File: src/shared/adc_port_defs.svh
`ifndef ADC_PORT_DEFS_SVH
`define ADC_PORT_DEFS_SVH


// ----------------------------------------------------------------
// geometry
// ----------------------------------------------------------------
`define RESULT_W      14
`define RESULT_MSB    13
`define CHAN_NUM      8
`define CHAN_W        3
`define SER_CHAN_NUM  4
`define BUS_W         16
`define BIT_IDX_W     4

// ----------------------------------------------------------------
// bus line positions
// ----------------------------------------------------------------
`define LINE_SER_A    7
`define LINE_SER_B    8
`define LINE_HBF      14
`define LINE_BYTE_SEL 15

// ----------------------------------------------------------------
// reset values
// ----------------------------------------------------------------
`define RST_BUS       16'h0000
`define RST_OE_N      16'hffff
`define RST_PINS      6'h30
`define RST_RESULT    14'h0000

`endif

File: src/shared/adc_port_pkg.sv
package adc_port_pkg;

  `include "adc_port_defs.svh"

  typedef enum logic [1:0] {
    MODE_WORD   = 2'b00,
    MODE_BYTE   = 2'b01,
    MODE_SERIAL = 2'b10
  } port_mode_e;

  typedef logic [`RESULT_W-1:0] result_t;

endpackage

File: src/hw/pin_filter.sv
`timescale 1ns/100ps

module pin_filter #(
  parameter int          WIDTH   = 1,
  parameter logic [WIDTH-1:0] RST_VAL = '0
) (
  // clock and reset
  input  wire logic             core_clk_i,
  input  wire logic             rst_n_i,
  // raw and filtered pins
  input  wire logic [WIDTH-1:0] pin_i,
  output logic      [WIDTH-1:0] level_o
);

  logic [WIDTH-1:0] stage1;
  logic [WIDTH-1:0] stage2;
  logic [WIDTH-1:0] stage3;

  // stage1 feeds stage2 only; a bit moves once stage2 and stage3 agree
  always_ff @(posedge core_clk_i) begin
    if (!rst_n_i) begin
      stage1  <= RST_VAL;
      stage2  <= RST_VAL;
      stage3  <= RST_VAL;
      level_o <= RST_VAL;
    end else begin
      stage1  <= pin_i;
      stage2  <= stage1;
      stage3  <= stage2;
      level_o <= (~(stage2 ^ stage3) & stage3) | ((stage2 ^ stage3) & level_o);
    end
  end

endmodule

File: src/hw/result_port.sv
`timescale 1ns/100ps
`include "adc_port_defs.svh"

module result_port (
  // clock and reset
  input  wire logic                    core_clk_i,
  input  wire logic                    rst_n_i,
  // host strobes and straps
  input  wire logic                    cs_n_i,
  input  wire logic                    rd_sclk_i,
  input  wire logic                    interface_select_i,
  input  wire logic                    ref_select_i,
  // result bus, two-way
  input  wire logic [`BUS_W-1:0]       result_bus_i,
  output logic      [`BUS_W-1:0]       result_bus_o,
  output logic      [`BUS_W-1:0]       result_bus_oe_n_o,
  // converter side
  input  wire logic                    busy_i,
  input  wire logic                    conv_wr_i,
  input  wire logic [`CHAN_W-1:0]      conv_ch_i,
  input  wire adc_port_pkg::result_t   conv_data_i,
  // status
  output logic                         internal_ref_en_o,
  output adc_port_pkg::port_mode_e     mode_o
);

  import adc_port_pkg::*;

  // ----------------------------------------------------------------
  // pin filtering
  // ----------------------------------------------------------------
  logic [5:0] pins_f;
  logic       cs_f;
  logic       rd_f;
  logic       isel_f;
  logic       ref_f;
  logic       bsel_f;
  logic       hbf_f;

  pin_filter #(
    .WIDTH   (6),
    .RST_VAL (`RST_PINS)
  ) u_pin_filter (
    .core_clk_i (core_clk_i),
    .rst_n_i    (rst_n_i),
    .pin_i      ({cs_n_i, rd_sclk_i, interface_select_i, ref_select_i,
                  result_bus_i[`LINE_BYTE_SEL], result_bus_i[`LINE_HBF]}),
    .level_o    (pins_f)
  );

  assign cs_f   = pins_f[5];
  assign rd_f   = pins_f[4];
  assign isel_f = pins_f[3];
  assign ref_f  = pins_f[2];
  assign bsel_f = pins_f[1];
  assign hbf_f  = pins_f[0];

  // ----------------------------------------------------------------
  // edges
  // ----------------------------------------------------------------
  logic cs_q;
  logic rd_q;
  logic busy_q;
  logic cs_fall;
  logic rd_rise;
  logic busy_fall;

  always_ff @(posedge core_clk_i) begin
    if (!rst_n_i) begin
      cs_q   <= 1'b1;
      rd_q   <= 1'b1;
      busy_q <= 1'b0;
    end else begin
      cs_q   <= cs_f;
      rd_q   <= rd_f;
      busy_q <= busy_i;
    end
  end

  assign cs_fall   = cs_q & ~cs_f;
  assign rd_rise   = ~rd_q & rd_f;
  assign busy_fall = busy_q & ~busy_i;

  // ----------------------------------------------------------------
  // mode decode
  // ----------------------------------------------------------------
  port_mode_e next_mode;

  always_comb begin
    if (!isel_f) begin
      next_mode = MODE_WORD;
    end else if (bsel_f) begin
      next_mode = MODE_BYTE;
    end else begin
      next_mode = MODE_SERIAL;
    end
  end

  always_ff @(posedge core_clk_i) begin
    if (!rst_n_i) begin
      mode_o <= MODE_WORD;
    end else begin
      mode_o <= next_mode;
    end
  end

  // ----------------------------------------------------------------
  // reference enable
  // ----------------------------------------------------------------
  always_ff @(posedge core_clk_i) begin
    if (!rst_n_i) begin
      internal_ref_en_o <= 1'b0;
    end else begin
      internal_ref_en_o <= ref_f;
    end
  end

  // ----------------------------------------------------------------
  // result storage
  // ----------------------------------------------------------------
  // staging keeps the visible set stable while a conversion runs;
  // a read that spans the busy fall sees a mixed set
  result_t stage_mem [`CHAN_NUM];
  result_t out_mem   [`CHAN_NUM];

  always_ff @(posedge core_clk_i) begin
    if (!rst_n_i) begin
      for (int i = 0; i < `CHAN_NUM; i++) begin
        stage_mem[i] <= `RST_RESULT;
      end
    end else if (conv_wr_i) begin
      stage_mem[conv_ch_i] <= conv_data_i;
    end
  end

  always_ff @(posedge core_clk_i) begin
    if (!rst_n_i) begin
      for (int i = 0; i < `CHAN_NUM; i++) begin
        out_mem[i] <= `RST_RESULT;
      end
    end else if (busy_fall) begin
      out_mem <= stage_mem;
    end
  end

  // ----------------------------------------------------------------
  // read pointers
  // ----------------------------------------------------------------
  logic [`CHAN_W-1:0]    ch;
  logic                  phase;
  logic [`BIT_IDX_W-1:0] bit_idx;

  always_ff @(posedge core_clk_i) begin
    if (!rst_n_i) begin
      ch      <= '0;
      phase   <= 1'b0;
      bit_idx <= `BIT_IDX_W'(`RESULT_MSB);
    end else if (busy_fall) begin
      ch      <= '0;
      phase   <= 1'b0;
      bit_idx <= `BIT_IDX_W'(`RESULT_MSB);
    end else if (mode_o == MODE_SERIAL) begin
      if (cs_fall) begin
        ch      <= '0;
        bit_idx <= `BIT_IDX_W'(`RESULT_MSB);
      end else if (!cs_f && rd_rise) begin
        if (bit_idx == '0) begin
          bit_idx <= `BIT_IDX_W'(`RESULT_MSB);
          ch      <= {1'b0, 2'(ch[1:0] + 2'h1)};
        end else begin
          bit_idx <= bit_idx - 4'h1;
        end
      end
    end else if (!cs_f && rd_rise) begin
      if (mode_o == MODE_BYTE) begin
        phase <= ~phase;
        if (phase) begin
          ch <= ch + 3'h1;
        end
      end else begin
        ch <= ch + 3'h1;
      end
    end
  end

  // ----------------------------------------------------------------
  // bus drive
  // ----------------------------------------------------------------
  result_t           word;
  logic [7:0]        upper_byte;
  logic [7:0]        lower_byte;
  logic              upper_now;
  logic              ser_a;
  logic              ser_b;
  logic              par_read;
  logic [`BUS_W-1:0] next_bus;
  logic [`BUS_W-1:0] next_oe_n;

  assign word       = out_mem[ch];
  assign upper_byte = {{2{word[`RESULT_MSB]}}, word[`RESULT_MSB:8]};
  assign lower_byte = word[7:0];
  assign upper_now  = (phase == 1'b0) ? hbf_f : ~hbf_f;
  assign ser_a      = cs_fall ? out_mem[0][`RESULT_MSB] : out_mem[{1'b0, ch[1:0]}][bit_idx];
  assign ser_b      = cs_fall ? out_mem[4][`RESULT_MSB] : out_mem[{1'b1, ch[1:0]}][bit_idx];
  assign par_read   = ~cs_f & ~rd_f;

  always_comb begin
    next_bus  = `RST_BUS;
    next_oe_n = `RST_OE_N;
    case (mode_o)
      MODE_WORD: begin
        if (par_read) begin
          next_oe_n = 16'h0000;
          next_bus  = {{2{word[`RESULT_MSB]}}, word};
        end
      end
      MODE_BYTE: begin
        if (par_read) begin
          next_oe_n[7:0] = 8'h00;
          next_bus[7:0]  = upper_now ? upper_byte : lower_byte;
        end
      end
      MODE_SERIAL: begin
        if (!cs_f) begin
          next_oe_n[`LINE_SER_A] = 1'b0;
          next_oe_n[`LINE_SER_B] = 1'b0;
          next_bus[`LINE_SER_A]  = ser_a;
          next_bus[`LINE_SER_B]  = ser_b;
        end
      end
      default: begin
        next_bus  = `RST_BUS;
        next_oe_n = `RST_OE_N;
      end
    endcase
  end

  // lines 14 and 15 double as straps outside word mode, so they stay released there
  always_ff @(posedge core_clk_i) begin
    if (!rst_n_i) begin
      result_bus_o      <= `RST_BUS;
      result_bus_oe_n_o <= `RST_OE_N;
    end else begin
      result_bus_o      <= next_bus;
      result_bus_oe_n_o <= next_oe_n;
    end
  end

  result_t word_d;

  always_ff @(posedge core_clk_i) begin
    word_d <= word;
  end
endmodule

File: config.mk
export PLATFORM = sky130hd
export DESIGN_NAME = result_port
export DESIGN_NICKNAME = d
export VERILOG_FILES = /design/src/shared/adc_port_pkg.sv /design/src/hw/pin_filter.sv /design/src/hw/result_port.sv
export VERILOG_INCLUDE_DIRS = /design/src /design/src/shared
export SDC_FILE = /design/constraint.sdc
export NUM_CORES = 1
export LEC_CHECK = 0
export BUFFER_PORTS_ARGS = -buffer_cell sky130_fd_sc_hd__buf_4
export CAP_MARGIN = 20
export CORE_AREA = 2 2 155 157
export DETAILED_ROUTE_END_ITERATION = 10
export DIE_AREA = 0 0 157 159
export GPL_TIMING_DRIVEN = 0
export PLACE_DENSITY = 0.7
export SYNTH_ARGS = -nofsm -noshare
export SYNTH_HDL_FRONTEND = slang
export SYNTH_SLANG_ARGS = --single-unit
File: constraint.sdc
create_clock -name core_clk_i -period 2.3 [get_ports core_clk_i]
set_clock_uncertainty 0.1 [all_clocks]
set_input_delay 0.575 -clock core_clk_i [delete_from_list [all_inputs] [get_ports core_clk_i]]
set_output_delay 0.575 -clock core_clk_i [all_outputs]
set_load 0.005 [all_outputs]
* Yosys cells after proc, flatten, opt, wreduce, memory -nomap -nowiden
Cells that the tools add are included.
** Cells by class
- Shift-type cells :: 0
- Add/sub/neg operators :: 3
- Multiplexer cells :: 43
- Order comparisons :: 6
- Div/mod/pow operators :: 0
- Multiply operators :: 0
- Bitwise gates (word level) :: 21
- Reductions and logical operators :: 14
- Eq/ne operators :: 4
** Operators by type and width (number)
- binary-select mux 14 bit (select 3 bit) :: 3
- bitwise mux 112 bit :: 1
- 2-to-1 mux 14 bit :: 7
- demux 14 bit (select 3 bit) :: 1
- one-hot mux 7 bit (2 select lines) :: 2
- 2-to-1 mux 8 bit :: 3
- 2-to-1 mux 3 bit :: 7
- >= comparator 4 bit (second input constant) :: 4
- 2-to-1 mux 16 bit :: 1
- AND 6 bit :: 2
- 2-to-1 mux 4 bit :: 3
- inverter 3 -> 4 bit :: 3
- 2-to-1 mux 9 bit :: 1
- binary-select mux 1 bit (select 4 bit) :: 2
- inverter 1 bit :: 8
- 2-to-1 mux 2 bit :: 3
- inverter 6 bit :: 1
- bitwise OR 6 bit :: 1
- one-hot mux 1 bit (3 select lines) :: 2
- AND reduction 2 bit :: 3
- AND reduction 3 bit :: 2
- bitwise XOR 6 bit :: 1
- < comparator 4 x 5 -> 1 bit (second input constant) :: 1
- 2-to-1 mux 1 bit :: 5
- 18 further kinds :: 24
** Storage, ports and cells
- Register bits after elaboration :: 292
- Output and inout port bits :: 35
- Bits in read-only memories :: 0
- RAM bits :: 0
- Input port bits :: 41
- Word-level logic and storage cells :: 123
- Bits in latches :: 0
- Memories kept :: 0

* Logic depth before layout (Yosys ltp)
Gate-level depths: netlist of run 1.
- Depth after elaboration :: 9
- Depth in mapped cells :: 9
- Gate-level depth less buffers :: 6

* By module
Synthesis of run 1 repeated with hierarchy kept, for this count alone.
** Second synthesis, totals
- Cell total of the unflattened synthesis :: 1347
- Area total of the unflattened synthesis :: 11651.2 um2
** By module, submodules not included
- result_port :: sequential area each 5124.9 um2, cells each 1285, area each 10935.5 um2, times used 1
- pin_filter :: sequential area each 480.5 um2, cells each 62, area each 715.7 um2, times used 1

* Least setup slack after synthesis of run 1
Ideal clock, no wire load.
- Path type :: register to register
- Start :: register ch[1]
- End :: register result_bus_o[8]
- Period minus slack after synthesis :: 2.309 ns
- Buffers on the path :: 3
- Path slack :: -0.009 ns
- Data arrival time :: 2.075 ns
- Setup time :: 0.134 ns
- Data required time :: 2.066 ns
- Stages on the path, launching flop included :: 9
- Path through :: dfxtp_1 clkbuf_1 buf_2 buf_2 mux4_1 a22oi_1 a211oi_1 a2111oi_0 a21oi_1
** Between the ends
- Longest elaborated chain between the ends :: 9
- Elaborated cells on any way between the ends :: 14
- Classes of those cells :: 12 x mux; 2 x bitwise
** RTL lines
- start, declared :: RTL line result_port.sv:149 : logic [`CHAN_W-1:0] ch;
- start signal, assigned :: RTL line result_port.sv:169 : ch <= {1'b0, 2'(ch[1:0] + 2'h1)};
- start signal, assigned :: RTL line result_port.sv:178 : ch <= ch + 3'h1;
- start signal, assigned :: RTL line result_port.sv:181 : ch <= ch + 3'h1;
- inverter 3 -> 4 bit (implied by the code) :: RTL line result_port.sv:204 : assign ser_b = cs_fall ? out_mem[4][`RESULT_MSB] : out_mem[{1'b1, ch[1:0]}][bit_idx];
- binary-select mux 14 bit (select 3 bit) :: RTL line result_port.sv:204
- 2-to-1 mux 14 bit (implied by the code) (2 in a row) :: RTL line result_port.sv:204
- binary-select mux 1 bit (select 4 bit) :: RTL line result_port.sv:204
- 2-to-1 mux 1 bit (implied by the code) :: RTL line result_port.sv:204
- 2-to-1 mux 1 bit :: RTL line result_port.sv:204
- 2-to-1 mux 2 bit :: RTL line result_port.sv:224 : if (!cs_f) begin
- one-hot mux 1 bit (2 select lines) (*) :: RTL line result_port.sv:210 : case (mode_o)
- end signal, assigned :: RTL line result_port.sv:241 : result_bus_o <= `RST_BUS;
- end signal, assigned :: RTL line result_port.sv:244 : result_bus_o <= next_bus;
- end, declared :: RTL line result_port.sv:15 : output logic [`BUS_W-1:0] result_bus_o,
Mark *: on every way between the ends. The rest lies on a longest branch, timed or not. The select of a mux whose other input is x is not followed.
A chain may end at the register's enable or synchronous reset.

* Worst setup path after layout of run 1
- Start :: register ch[0]
- End :: register result_bus_o[8]
Same word-level chain as after synthesis.

==> results of run 1 <==
## cell usage after synthesis, types with 2 or more instances
| master | number | area [um2] |
|---|---|---|
| and2_1 | 15 | 93.8 |
| nor3_1 | 3 | 15.0 |
| nand2_1 | 471 | 1770 |
| a21oi_1 | 15 | 75.1 |
| a21boi_0 | 229 | 1720 |
| nand4_1 | 4 | 25.0 |
| or3_1 | 2 | 12.5 |
| nor3b_1 | 3 | 22.5 |
| clkbuf_1 | 81 | 304 |
| o21ai_0 | 13 | 65.1 |
| a2111oi_0 | 2 | 17.5 |
| buf_2 | 4 | 20.0 |
| nand3_1 | 7 | 35.0 |
| buf_4 | 14 | 105 |
| xor2_1 | 2 | 17.5 |
| nand2b_1 | 15 | 93.8 |
| buf_1 | 4 | 15.0 |
| mux2_2 | 17 | 191 |
| clkbuf_2 | 11 | 55.1 |
| a211oi_1 | 2 | 15.0 |
| a22oi_1 | 10 | 75.1 |
| nor2b_1 | 15 | 93.8 |
| and3_1 | 4 | 25.0 |
| inv_1 | 4 | 15.0 |
| mux4_1 | 11 | 289 |
| nor2_1 | 31 | 116 |
| mux4_2 | 17 | 383 |
| ha_1 | 2 | 25.0 |
| o2111ai_1 | 2 | 17.5 |
| dfxtp_1 | 280 | 5610 |
| mux2i_1 | 9 | 90.1 |
## logic make-up (layout without fill, tap and decap cells)
group                    Yosys count  in the layout  share of synthesized area
AND/OR/NAND/NOR                  574            574                      0.202
AO/OA/AOI/OAI                    282            282                      0.179
flip-flops                       280            280                      0.485
buffers and inverters            121            221                     0.0476
multiplexers                      54             54                     0.0825
adder cells (fa/ha/maj)            2              2                    0.00217
XOR/XNOR                           2              2                    0.00152
## flip-flops by register name, indices dropped and copies added, names as in the netlist, named ones only
signal,flops
u_pin_filter.stage2,6
out_mem,112
busy_q,1
bit_idx,4
phase,1
result_bus_oe_n_o,4
ch,3
stage_mem,112
mode_o,2
internal_ref_en_o,1
rd_q,1
u_pin_filter.stage3,6
result_bus_o,14
u_pin_filter.stage1,6
cs_q,1
## routing by layer
metal | GRT usage | vias to the layer above | share of wire
li1 | - | 4505 | -
met1 | 0.383 | 4430 | 0.47
met2 | 0.386 | 359 | 0.43
met3 | 0.0332 | 56 | 0.074
met4 | 0.0813 | 0 | 0.028
met5 | 0 | - | 0
## worst max path at each step
stage,startpoint,end,slack (ns),cells after the start
after global placement,ch[1]$_SDFFE_PP0P_,result_bus_o[8]$_SDFF_PN0_,-0.84,8
after CTS,ch[0]$_SDFFE_PP0P_,result_bus_o[8]$_SDFF_PN0_,-0.08,7
final,ch[0]$_SDFFE_PP0P_,result_bus_o[8]$_SDFF_PN0_,-0.1,7
after floorplan,ch[1]$_SDFFE_PP0P_,result_bus_o[8]$_SDFF_PN0_,0.07,8
after detailed placement,ch[1]$_SDFFE_PP0P_,result_bus_o[8]$_SDFF_PN0_,-0.78,8
after global routing,ch[0]$_SDFFE_PP0P_,result_bus_o[8]$_SDFF_PN0_,-0.13,7
## worst max-delay path, cell delays in order (launching register included)
cell and delay [ns]:
dfxtp_2 0.35, buf_8 0.15, buf_12 0.13, mux4_2 0.56
mux2_4 0.29, mux4_2 0.49, o311ai_4 0.10, a21oi_2 0.08
## layout make-up
cell class | count | area share
multi-input combinational | 914 | 0.407
buffer | 114 | 0.0427
tap | 319 | 0.0297
clock inverter | 5 | 0.00438
inverter | 5 | 0.00140
sequential | 280 | 0.418
timing repair buffer | 51 | 0.0307
clock buffer | 46 | 0.0663
## through the flow
stage	cells	setup TNS [ns]	hold slack [ns]	instance area, um2
final	1734	-0.0990	0.106	13400
after detailed placement	1679	-20.58	0.303	12300
after global routing	1734	-0.251	0.0918	13400
after global placement	1679	-18.63	0.299	12300
after CTS	1732	-0.0782	0.0912	13300
after floorplan	1315	0	0.286	11600
## power by group through the flow
stage,Sequential (mW),Clock [mW],Combinational (mW)
after global placement,5.05,0,0.403
after detailed placement,5.05,0,0.406
after global routing,4.95,4.90,0.447
after CTS,4.95,4.68,0.408
final,4.95,4.64,0.412
after floorplan,5.04,0,0.254
## repair_timing
action	CTS	global route
resized for setup	22	21
pin swaps	2	4
setup endpoints to repair	14	63
buffers inserted	1	4
gates cloned	1	0
==> impl_metrics.yaml, run 1 <==
outcome:
  status: "complete, but fails checks"
  violations: "setup timing"
yosys:
  synth_edf_count: 0
  syn_nets: 1358
  async_flop_share: 0
  yosysUniqueCellTypes: 47
  syn_area_mm2: 0.0116
  synth-seq-cells: 280
  synthFlopType: "dfxtp_1"
  syn_area_per_cell_um2: 8.78
  syn-instance-count: 1315
  ys_warn_count: 0
  ys_seq_area_frac: 0.485
clock_tree:
  cts_tree: "done"
  clock_path_buffers: 3
  cts-root-buf: "clkbuf_16"
  cts_made_buffers: 29
  clkSinkCount: 280
  clkLatencyLatePin_ns: 0.55
  cts_max_level: 1
  path_clk_slew_ns: 0.06
  postCtsHoldBufs: 0
detailed_routing:
  wl_mm: 32.2
  drt_iter0_drc: 861
  dr.pass1.iters: 5
  drcViolationCount: 0
  via_per_inst: 5.39
  ant_nets: 0
  wl_per_cell_um: 18.5
  via_count: 9350
setup_path:
  rrSetupSlack_ns: -0.1
  worstSetupStartpointType: "register"
  rr_startpoint: "ch[0]$_SDFFE_PP0P_"
  rr_endpoint: "result_bus_o[8]$_SDFF_PN0_"
  r2r_cells: 7
  cp_max_fo: 7
  end_kind: "register"
  path_class: "reg2reg"
  required_ns: 2.63
  critPathArrivalTime_ns: 2.72
power:
  power_frac_seq: 0.495
  cellInternalPower_mw: 7.79
  max-vdd-ir-drop_uv: 666
  p_sw_mw: 2.21
  totalPowerFinal_mw: 10.0
  sw_frac_of_total: 0.221
  pwr-share-comb: 0.041
  power.density_mw_per_mm2: 745
  leakagePower_nw: 4.50
  p_clk_frac: 0.464
place:
  numPortBuffers: 45
  gp_congestion: 0.918
  post-place-ws_ns: -0.783
  hpwl_mm: 23.0
global_route:
  antenna_found_initial: 0
  grt_pass1_wl_mm: 49.7
  grt_max_degree: 15
  track_usage: 0.257
  grt_overflow_total: 0
  grt_pass1_vias: 8584
final_layout:
  fillCellCount: 2109
  area.growth.synth_to_final_pct: 16.2
  diodes: 0
  final_layout_size_suffix_gt1_frac: 0.127
  multi_input_area_mm2: 0.00547
  fin_nets: 1438
  regArea_mm2: 0.00561
  utilization: 0.579
  layout_commonest_cell: "nand2_1"
  final_cell_mix: "nand2_1, dfxtp_1, a21boi_0, clkbuf_1, buf_4"
sta:
  slew_viol_final: 0
  period_share: 1.04
  min_period_ns: 2.40
  fmax_ghz: 0.417
  rsz0062_at_grt: "true"
  tightest_slew_ns: 0.652
  slew_headroom: 0.562
  setup_viol: 1
  report.final.hold_viol_count: 0
  setup_ws_ns: -0.0990
worst_hold_path:
  holdPathStages: 2
  hold_path_class: "in2reg"
  hold_path_end: "u_pin_filter.stage1[4]$_SDFF_PN1_"
  holdCritStartpoint: "rd_sclk_i"
job:
  drv_cap: 0
floorplan:
  core-area_mm2: 0.0232
  boundaryPins: 76
  dieArea_mm2: 0.0250
  fp-row-count: 56
  die_w_um: 157
  die_h_um: 159
  start_util: 0.498
(Power assumes the default switching activity.)
==> run 2, diff against run 1 <==
RECOVER_POWER = 100   (was not set)
==> run 2 against run 1 <==
Sequential share of layout area is 0.082 points higher. Final cell count stayed put. Critical path type unchanged. Sequential power hardly changed. Global-route usage stayed put. Non-clock buffer count stayed put. The run still ends with setup timing left. Wire length is 0.42% higher. Register-to-register slack hardly changed.
==> impl_metrics.yaml, run 2 (same netlist as run 1, synthesis figures left out) <==
outcome:
  violations: "setup timing"
  status: "complete, but fails checks"
setup_path:
  critPathBufInv: 2
  worstSetupStartpointType: "register"
  path_class: "reg2reg"
  critPathSlowestCell: "mux4_2"
  required_ns: 2.62
  path_delay_family: "multiplexers"
  path_cells: "buf_8, buf_12, mux4_2, mux2_4, mux4_2, o311ai_4, a21oi_2"
  cp_max_fo: 7
  critPathArrivalTime_ns: 2.72
  cp_common_cell: "mux4_2"
  end_kind: "register"
  critical-path-max-stage-delay_ns: 0.57
sta:
  rsz0062_at_grt: "true"
  tightest_slew_ns: 0.686
  min_period_ns: 2.40
  report.final.hold_viol_count: 0
  period_share: 1.04
  slew_headroom: 0.539
  setup_viol: 2
  slew_viol_final: 0
  fmax_ghz: 0.417
  setup_ws_ns: -0.0971
  whs_ns: 0.105
clock_tree:
  clkSinkCount: 280
  path_clk_slew_ns: 0.06
  cts_tree: "done"
  clock_path_buffers: 3
  cts_max_level: 1
  cts_made_buffers: 29
  cts-root-buf: "clkbuf_16"
  clkLatencyLatePin_ns: 0.55
floorplan:
  dieArea_mm2: 0.0250
  start_util: 0.498
  fp-row-count: 56
  core-area_mm2: 0.0232
  boundaryPins: 76
  die_w_um: 157
  die_h_um: 159
detailed_routing:
  via_per_inst: 5.41
  dr.pass1.iters: 5
  via_count: 9378
  wl_mm: 32.3
  drt_iter0_drc: 868
  drcViolationCount: 0
  ant_nets: 0
  wl_per_cell_um: 18.6
place:
  numPortBuffers: 45
  hpwl_mm: 23.0
  post-place-ws_ns: -0.783
  placed_cells: 1679
  gp_congestion: 0.918
final_layout:
  diodes: 0
  multi_input_area_mm2: 0.00547
  final_layout_size_suffix_gt1_frac: 0.120
  fillCellCount: 2117
  reg_top3: "out_mem (112), stage_mem (112), result_bus_o (14)"
  regArea_mm2: 0.00561
  final_cell_mix: "nand2_1, dfxtp_1, a21boi_0, clkbuf_1, clkbuf_4"
  fin_nets: 1438
  area.growth.synth_to_final_pct: 16.0
  fin_cells: 1734
  layout_commonest_cell: "nand2_1"
power:
  leakagePower_nw: 4.47
  sw_frac_of_total: 0.221
  p_clk_frac: 0.464
  power_frac_seq: 0.495
  pwr-share-comb: 0.041
  cellInternalPower_mw: 7.78
  power.density_mw_per_mm2: 746
  p_sw_mw: 2.21
  max-vdd-ir-drop_uv: 671
global_route:
  antenna_found_initial: 0
  track_usage: 0.257
  grt_pass1_vias: 8584
  grt_overflow_total: 0
  grt_pass1_wl_mm: 49.7
  grt_max_degree: 15
job:
  drv_cap: 0
worst_hold_path:
  hold_path_class: "in2reg"
[run 2: cell types whose count changed in the layout (fill, tap and decap cells not counted)]
| cell | delta |
|---|---|
| clkbuf_1 | +8 |
| buf_4 | -39 |
| buf_1 | -1 |
| clkbuf_4 | +32 |
| mux2_1 | +3 |
| and2_1 | -6 |
| mux2_2 | -3 |
| and2_0 | +6 |
[run 2: what timing repair did]
action / CTS / global route
cloned: 1 / 0
resized for setup: 22 / 21
endpoints found under the setup margin: 14 / 63
pin swaps: 2 / 4
setup buffers: 1 / 4
hold buffers: 0 / 0
[run 2: path summary, 6_finish.rpt]
| path | startpoint | slack (ns) | depth (start not counted) | to |
|---|---|---|---|---|
| hold / removal | rd_sclk_i | 0.11 | 2 | u_pin_filter.stage1[4]$_SDFF_PN1_ |
| setup / recovery | ch[0]$_SDFFE_PP0P_ | -0.1 | 7 | result_bus_o[8]$_SDFF_PN0_ |
| hold reg to reg | u_pin_filter.stage1[5]$_SDFF_PN1_ | 0.32 | 1 | u_pin_filter.stage2[5]$_SDFF_PN1_ |
| setup reg to reg | ch[0]$_SDFFE_PP0P_ | -0.1 | 7 | result_bus_o[8]$_SDFF_PN0_ |
[run 2: worst register-to-register path, delay by kind of cell (launching register included)]
kind | cells | cell delay [ns]
multiplexers | 3 | 1.37
buffers and inverters | 2 | 0.28
flip-flops | 1 | 0.35
AO/OA/AOI/OAI | 2 | 0.18
[run 2: power groups by stage]
stage	combinational (mW)	clock (mW)	sequential [mW]
2_1_floorplan	0.254	0	5.04
3_3_place_gp	0.403	0	5.05
3_5_place_dp	0.406	0	5.05
4_1_cts	0.408	4.68	4.95
5_1_grt	0.445	4.90	4.95
6_report	0.410	4.63	4.95
[run 2: layout make-up]
cell class / count / share of cell area
flip-flops and latches: 280 / 0.418
multi-input cells: 914 / 0.408
clock buffers: 46 / 0.0664
plain buffers: 114 / 0.0425
well taps: 319 / 0.0298
repair buffers: 51 / 0.0290
clock inverters: 5 / 0.00439
inverters: 5 / 0.00140
[run 2: per-stage QoR]
stage | TNS (ns) | total power, mW | area [um2] | utilization
detailed placement | -20.58 | 5.46 | 12300 | 0.530
global route | -2.53 | 10.3 | 13400 | 0.578
global placement | -18.63 | 5.45 | 12300 | 0.530
floorplan | 0 | 5.30 | 11600 | -
finish | -0.182 | 9.99 | 13400 | 0.578
CTS | -0.0782 | 10.0 | 13300 | 0.575
[run 2: layer usage]
layer  GRT usage  vias up  share of wire
met5           0        -              0
met4      0.0813        0          0.029
met3      0.0332       59          0.076
met2       0.386      376           0.43
met1       0.383     4434           0.46
li1            -     4509              -
==> run 3, diff against run 2 <==
CORE_AREA = 2 2 150 152   (was 2 2 155 157)
DIE_AREA = 0 0 152 154   (was 0 0 157 159)
PLACE_DENSITY = 0.74   (was 0.7)
==> run 3 against run 2 <==
The run still ends with setup timing left. Combinational power barely moved. Register-to-register slack worse by 0.04 ns. Core utilization increased by 3.9 points. Setup slack worse by 0.040 ns. Sequential share of layout area rose by 0.098 points. Cell area decreased by 0.23%. Via count fell by 0.54%. Fmax shrank 1.6%.
==> impl_metrics.yaml, run 3 (same netlist as run 1, synthesis figures left out) <==
outcome:
  status: "complete, but fails checks"
  violations: "setup timing"
setup_path:
  critPathArrivalTime_ns: 2.75
  rrSetupSlack_ns: -0.14
  worstSetupStartpointType: "register"
  end_kind: "register"
  rr_startpoint: "ch[0]$_SDFFE_PP0P_"
  required_ns: 2.61
  path_class: "reg2reg"
  r2r_cells: 7
  cp_max_fo: 6
  rr_endpoint: "result_bus_o[8]$_SDFF_PN0_"
job:
  drv_cap: 0
global_route:
  grt_pass1_wl_mm: 50.0
  grt_max_degree: 15
  antenna_found_initial: 0
  grt_pass1_vias: 8878
  track_usage: 0.270
  grt_overflow_total: 0
power:
  leakagePower_nw: 4.48
  power_frac_seq: 0.502
  p_clk_frac: 0.456
  p_sw_mw: 2.20
  max-vdd-ir-drop_uv: 526
  power.density_mw_per_mm2: 737
  sw_frac_of_total: 0.224
  totalPowerFinal_mw: 9.85
  pwr-share-comb: 0.042
  cellInternalPower_mw: 7.65
worst_hold_path:
  hold_path_end: "u_pin_filter.stage1[4]$_SDFF_PN1_"
  holdPathStages: 2
  holdCritStartpoint: "rd_sclk_i"
  hold_path_class: "in2reg"
sta:
  slew_headroom: 0.544
  fmax_ghz: 0.410
  tightest_slew_ns: 0.682
  report.final.hold_viol_count: 0
  fin_setup_tns_ns: -0.137
  min_period_ns: 2.44
  period_share: 1.06
  rsz0062_at_grt: "true"
  setup_viol: 1
  whs_ns: 0.120
  slew_viol_final: 0
  setup_ws_ns: -0.137
detailed_routing:
  via_count: 9327
  wl_per_cell_um: 18.8
  wl_mm: 31.9
  dr.pass1.iters: 6
  drt_iter0_drc: 786
  via_per_inst: 5.49
  ant_nets: 0
  drcViolationCount: 0
floorplan:
  die_h_um: 154
  fp-row-count: 54
  core-area_mm2: 0.0217
  boundaryPins: 76
  dieArea_mm2: 0.0234
  die_w_um: 152
  start_util: 0.533
clock_tree:
  path_clk_slew_ns: 0.06
  cts_max_level: 1
  cts-root-buf: "clkbuf_16"
  clkSinkCount: 280
  clock_path_buffers: 3
  cts_made_buffers: 28
  cts_tree: "done"
  clkLatencyLatePin_ns: 0.54
final_layout:
  layout_commonest_cell: "nand2_1"
  final_cell_mix: "nand2_1, dfxtp_1, a21boi_0, clkbuf_1, clkbuf_4"
  final_layout_size_suffix_gt1_frac: 0.128
  reg_top3: "out_mem (112), stage_mem (112), result_bus_o (14)"
  utilization: 0.616
  fillCellCount: 1925
  diodes: 0
  fin_nets: 1440
  fin_cells: 1698
  area.growth.synth_to_final_pct: 15.7
place:
  gp_congestion: 0.950
  numPortBuffers: 45
  placed_cells: 1640
  hpwl_mm: 22.8
-- run 3: changes by cell type in the layout (fill, tap and decap cells not counted), moves of 2 or more --
cell	delta
clkbuf_1	-4
mux2_1	-3
clkbuf_8	-5
buf_4	+2
clkinv_2	+6
buf_12	+2
clkbuf_2	-2
mux2_2	+3
clkbuf_4	+3
-- run 3: how the worst max path moves through the flow --
stage                       start                    endpoint  slack, ns  depth (start not counted)
6_report       ch[0]$_SDFFE_PP0P_  result_bus_o[8]$_SDFF_PN0_      -0.14                          7
5_1_grt        ch[0]$_SDFFE_PP0P_  result_bus_o[8]$_SDFF_PN0_      -0.20                          7
4_1_cts        ch[0]$_SDFFE_PP0P_  result_bus_o[8]$_SDFF_PN0_       -0.1                          7
3_5_place_dp   ch[1]$_SDFFE_PP0P_  result_bus_o[8]$_SDFF_PN0_      -0.76                          8
3_3_place_gp   ch[1]$_SDFFE_PP0P_  result_bus_o[8]$_SDFF_PN0_      -0.79                          8
2_1_floorplan  ch[1]$_SDFFE_PP0P_  result_bus_o[8]$_SDFF_PN0_       0.07                          8
-- run 3: metrics by stage --
stage          cell area [um2]  setup slack (ns)
4_1_cts                  13300           -0.0969
3_3_place_gp             12200            -0.794
5_1_grt                  13400            -0.202
3_5_place_dp             12200            -0.760
6_report                 13400            -0.137
2_1_floorplan            11600            0.0657
-- run 3: power groups by stage --
stage | Sequential, mW | Combinational [mW] | Clock [mW]
finish | 4.95 | 0.409 | 4.50
global placement | 5.05 | 0.398 | 0
floorplan | 5.04 | 0.254 | 0
detailed placement | 5.05 | 0.403 | 0
CTS | 4.95 | 0.406 | 4.53
global route | 4.95 | 0.444 | 4.73
-- run 3: critical path, cell delays in order (launching register included) --
cell	delay, ns
dfxtp_2	0.36
buf_8	0.15
buf_12	0.13
mux4_2	0.56
mux2_2	0.30
mux4_2	0.50
o311ai_4	0.10
a21oi_1	0.09
-- run 3: cell type report --
cell class	instances	area (um2)	area share
clock inverters	11	88.8	0.00664
flip-flops and latches	280	5610	0.419
plain buffers	115	596	0.0445
repair buffers	53	417	0.0312
inverters	5	18.8	0.00140
multi-input cells	914	5470	0.409
well taps	280	350	0.0262
clock buffers	40	827	0.0619
-- run 3: metal layers --
layer | part of all wire | track usage | vias to the layer above
li1 | - | - | 4520
met1 | 0.45 | 0.386 | 4360
met2 | 0.42 | 0.406 | 374
met3 | 0.094 | 0.0567 | 73
met4 | 0.038 | 0.0935 | 0
met5 | 0 | 0 | -
-- run 3: what timing repair did --
item / 4_1_cts / 5_1_grt
gates resized for setup: 20 / 28
pin swaps: 2 / 5
setup endpoints to repair: 14 / 29
hold buffers: 0 / 0
setup buffers: 3 / 4
gates cloned: 0 / 1
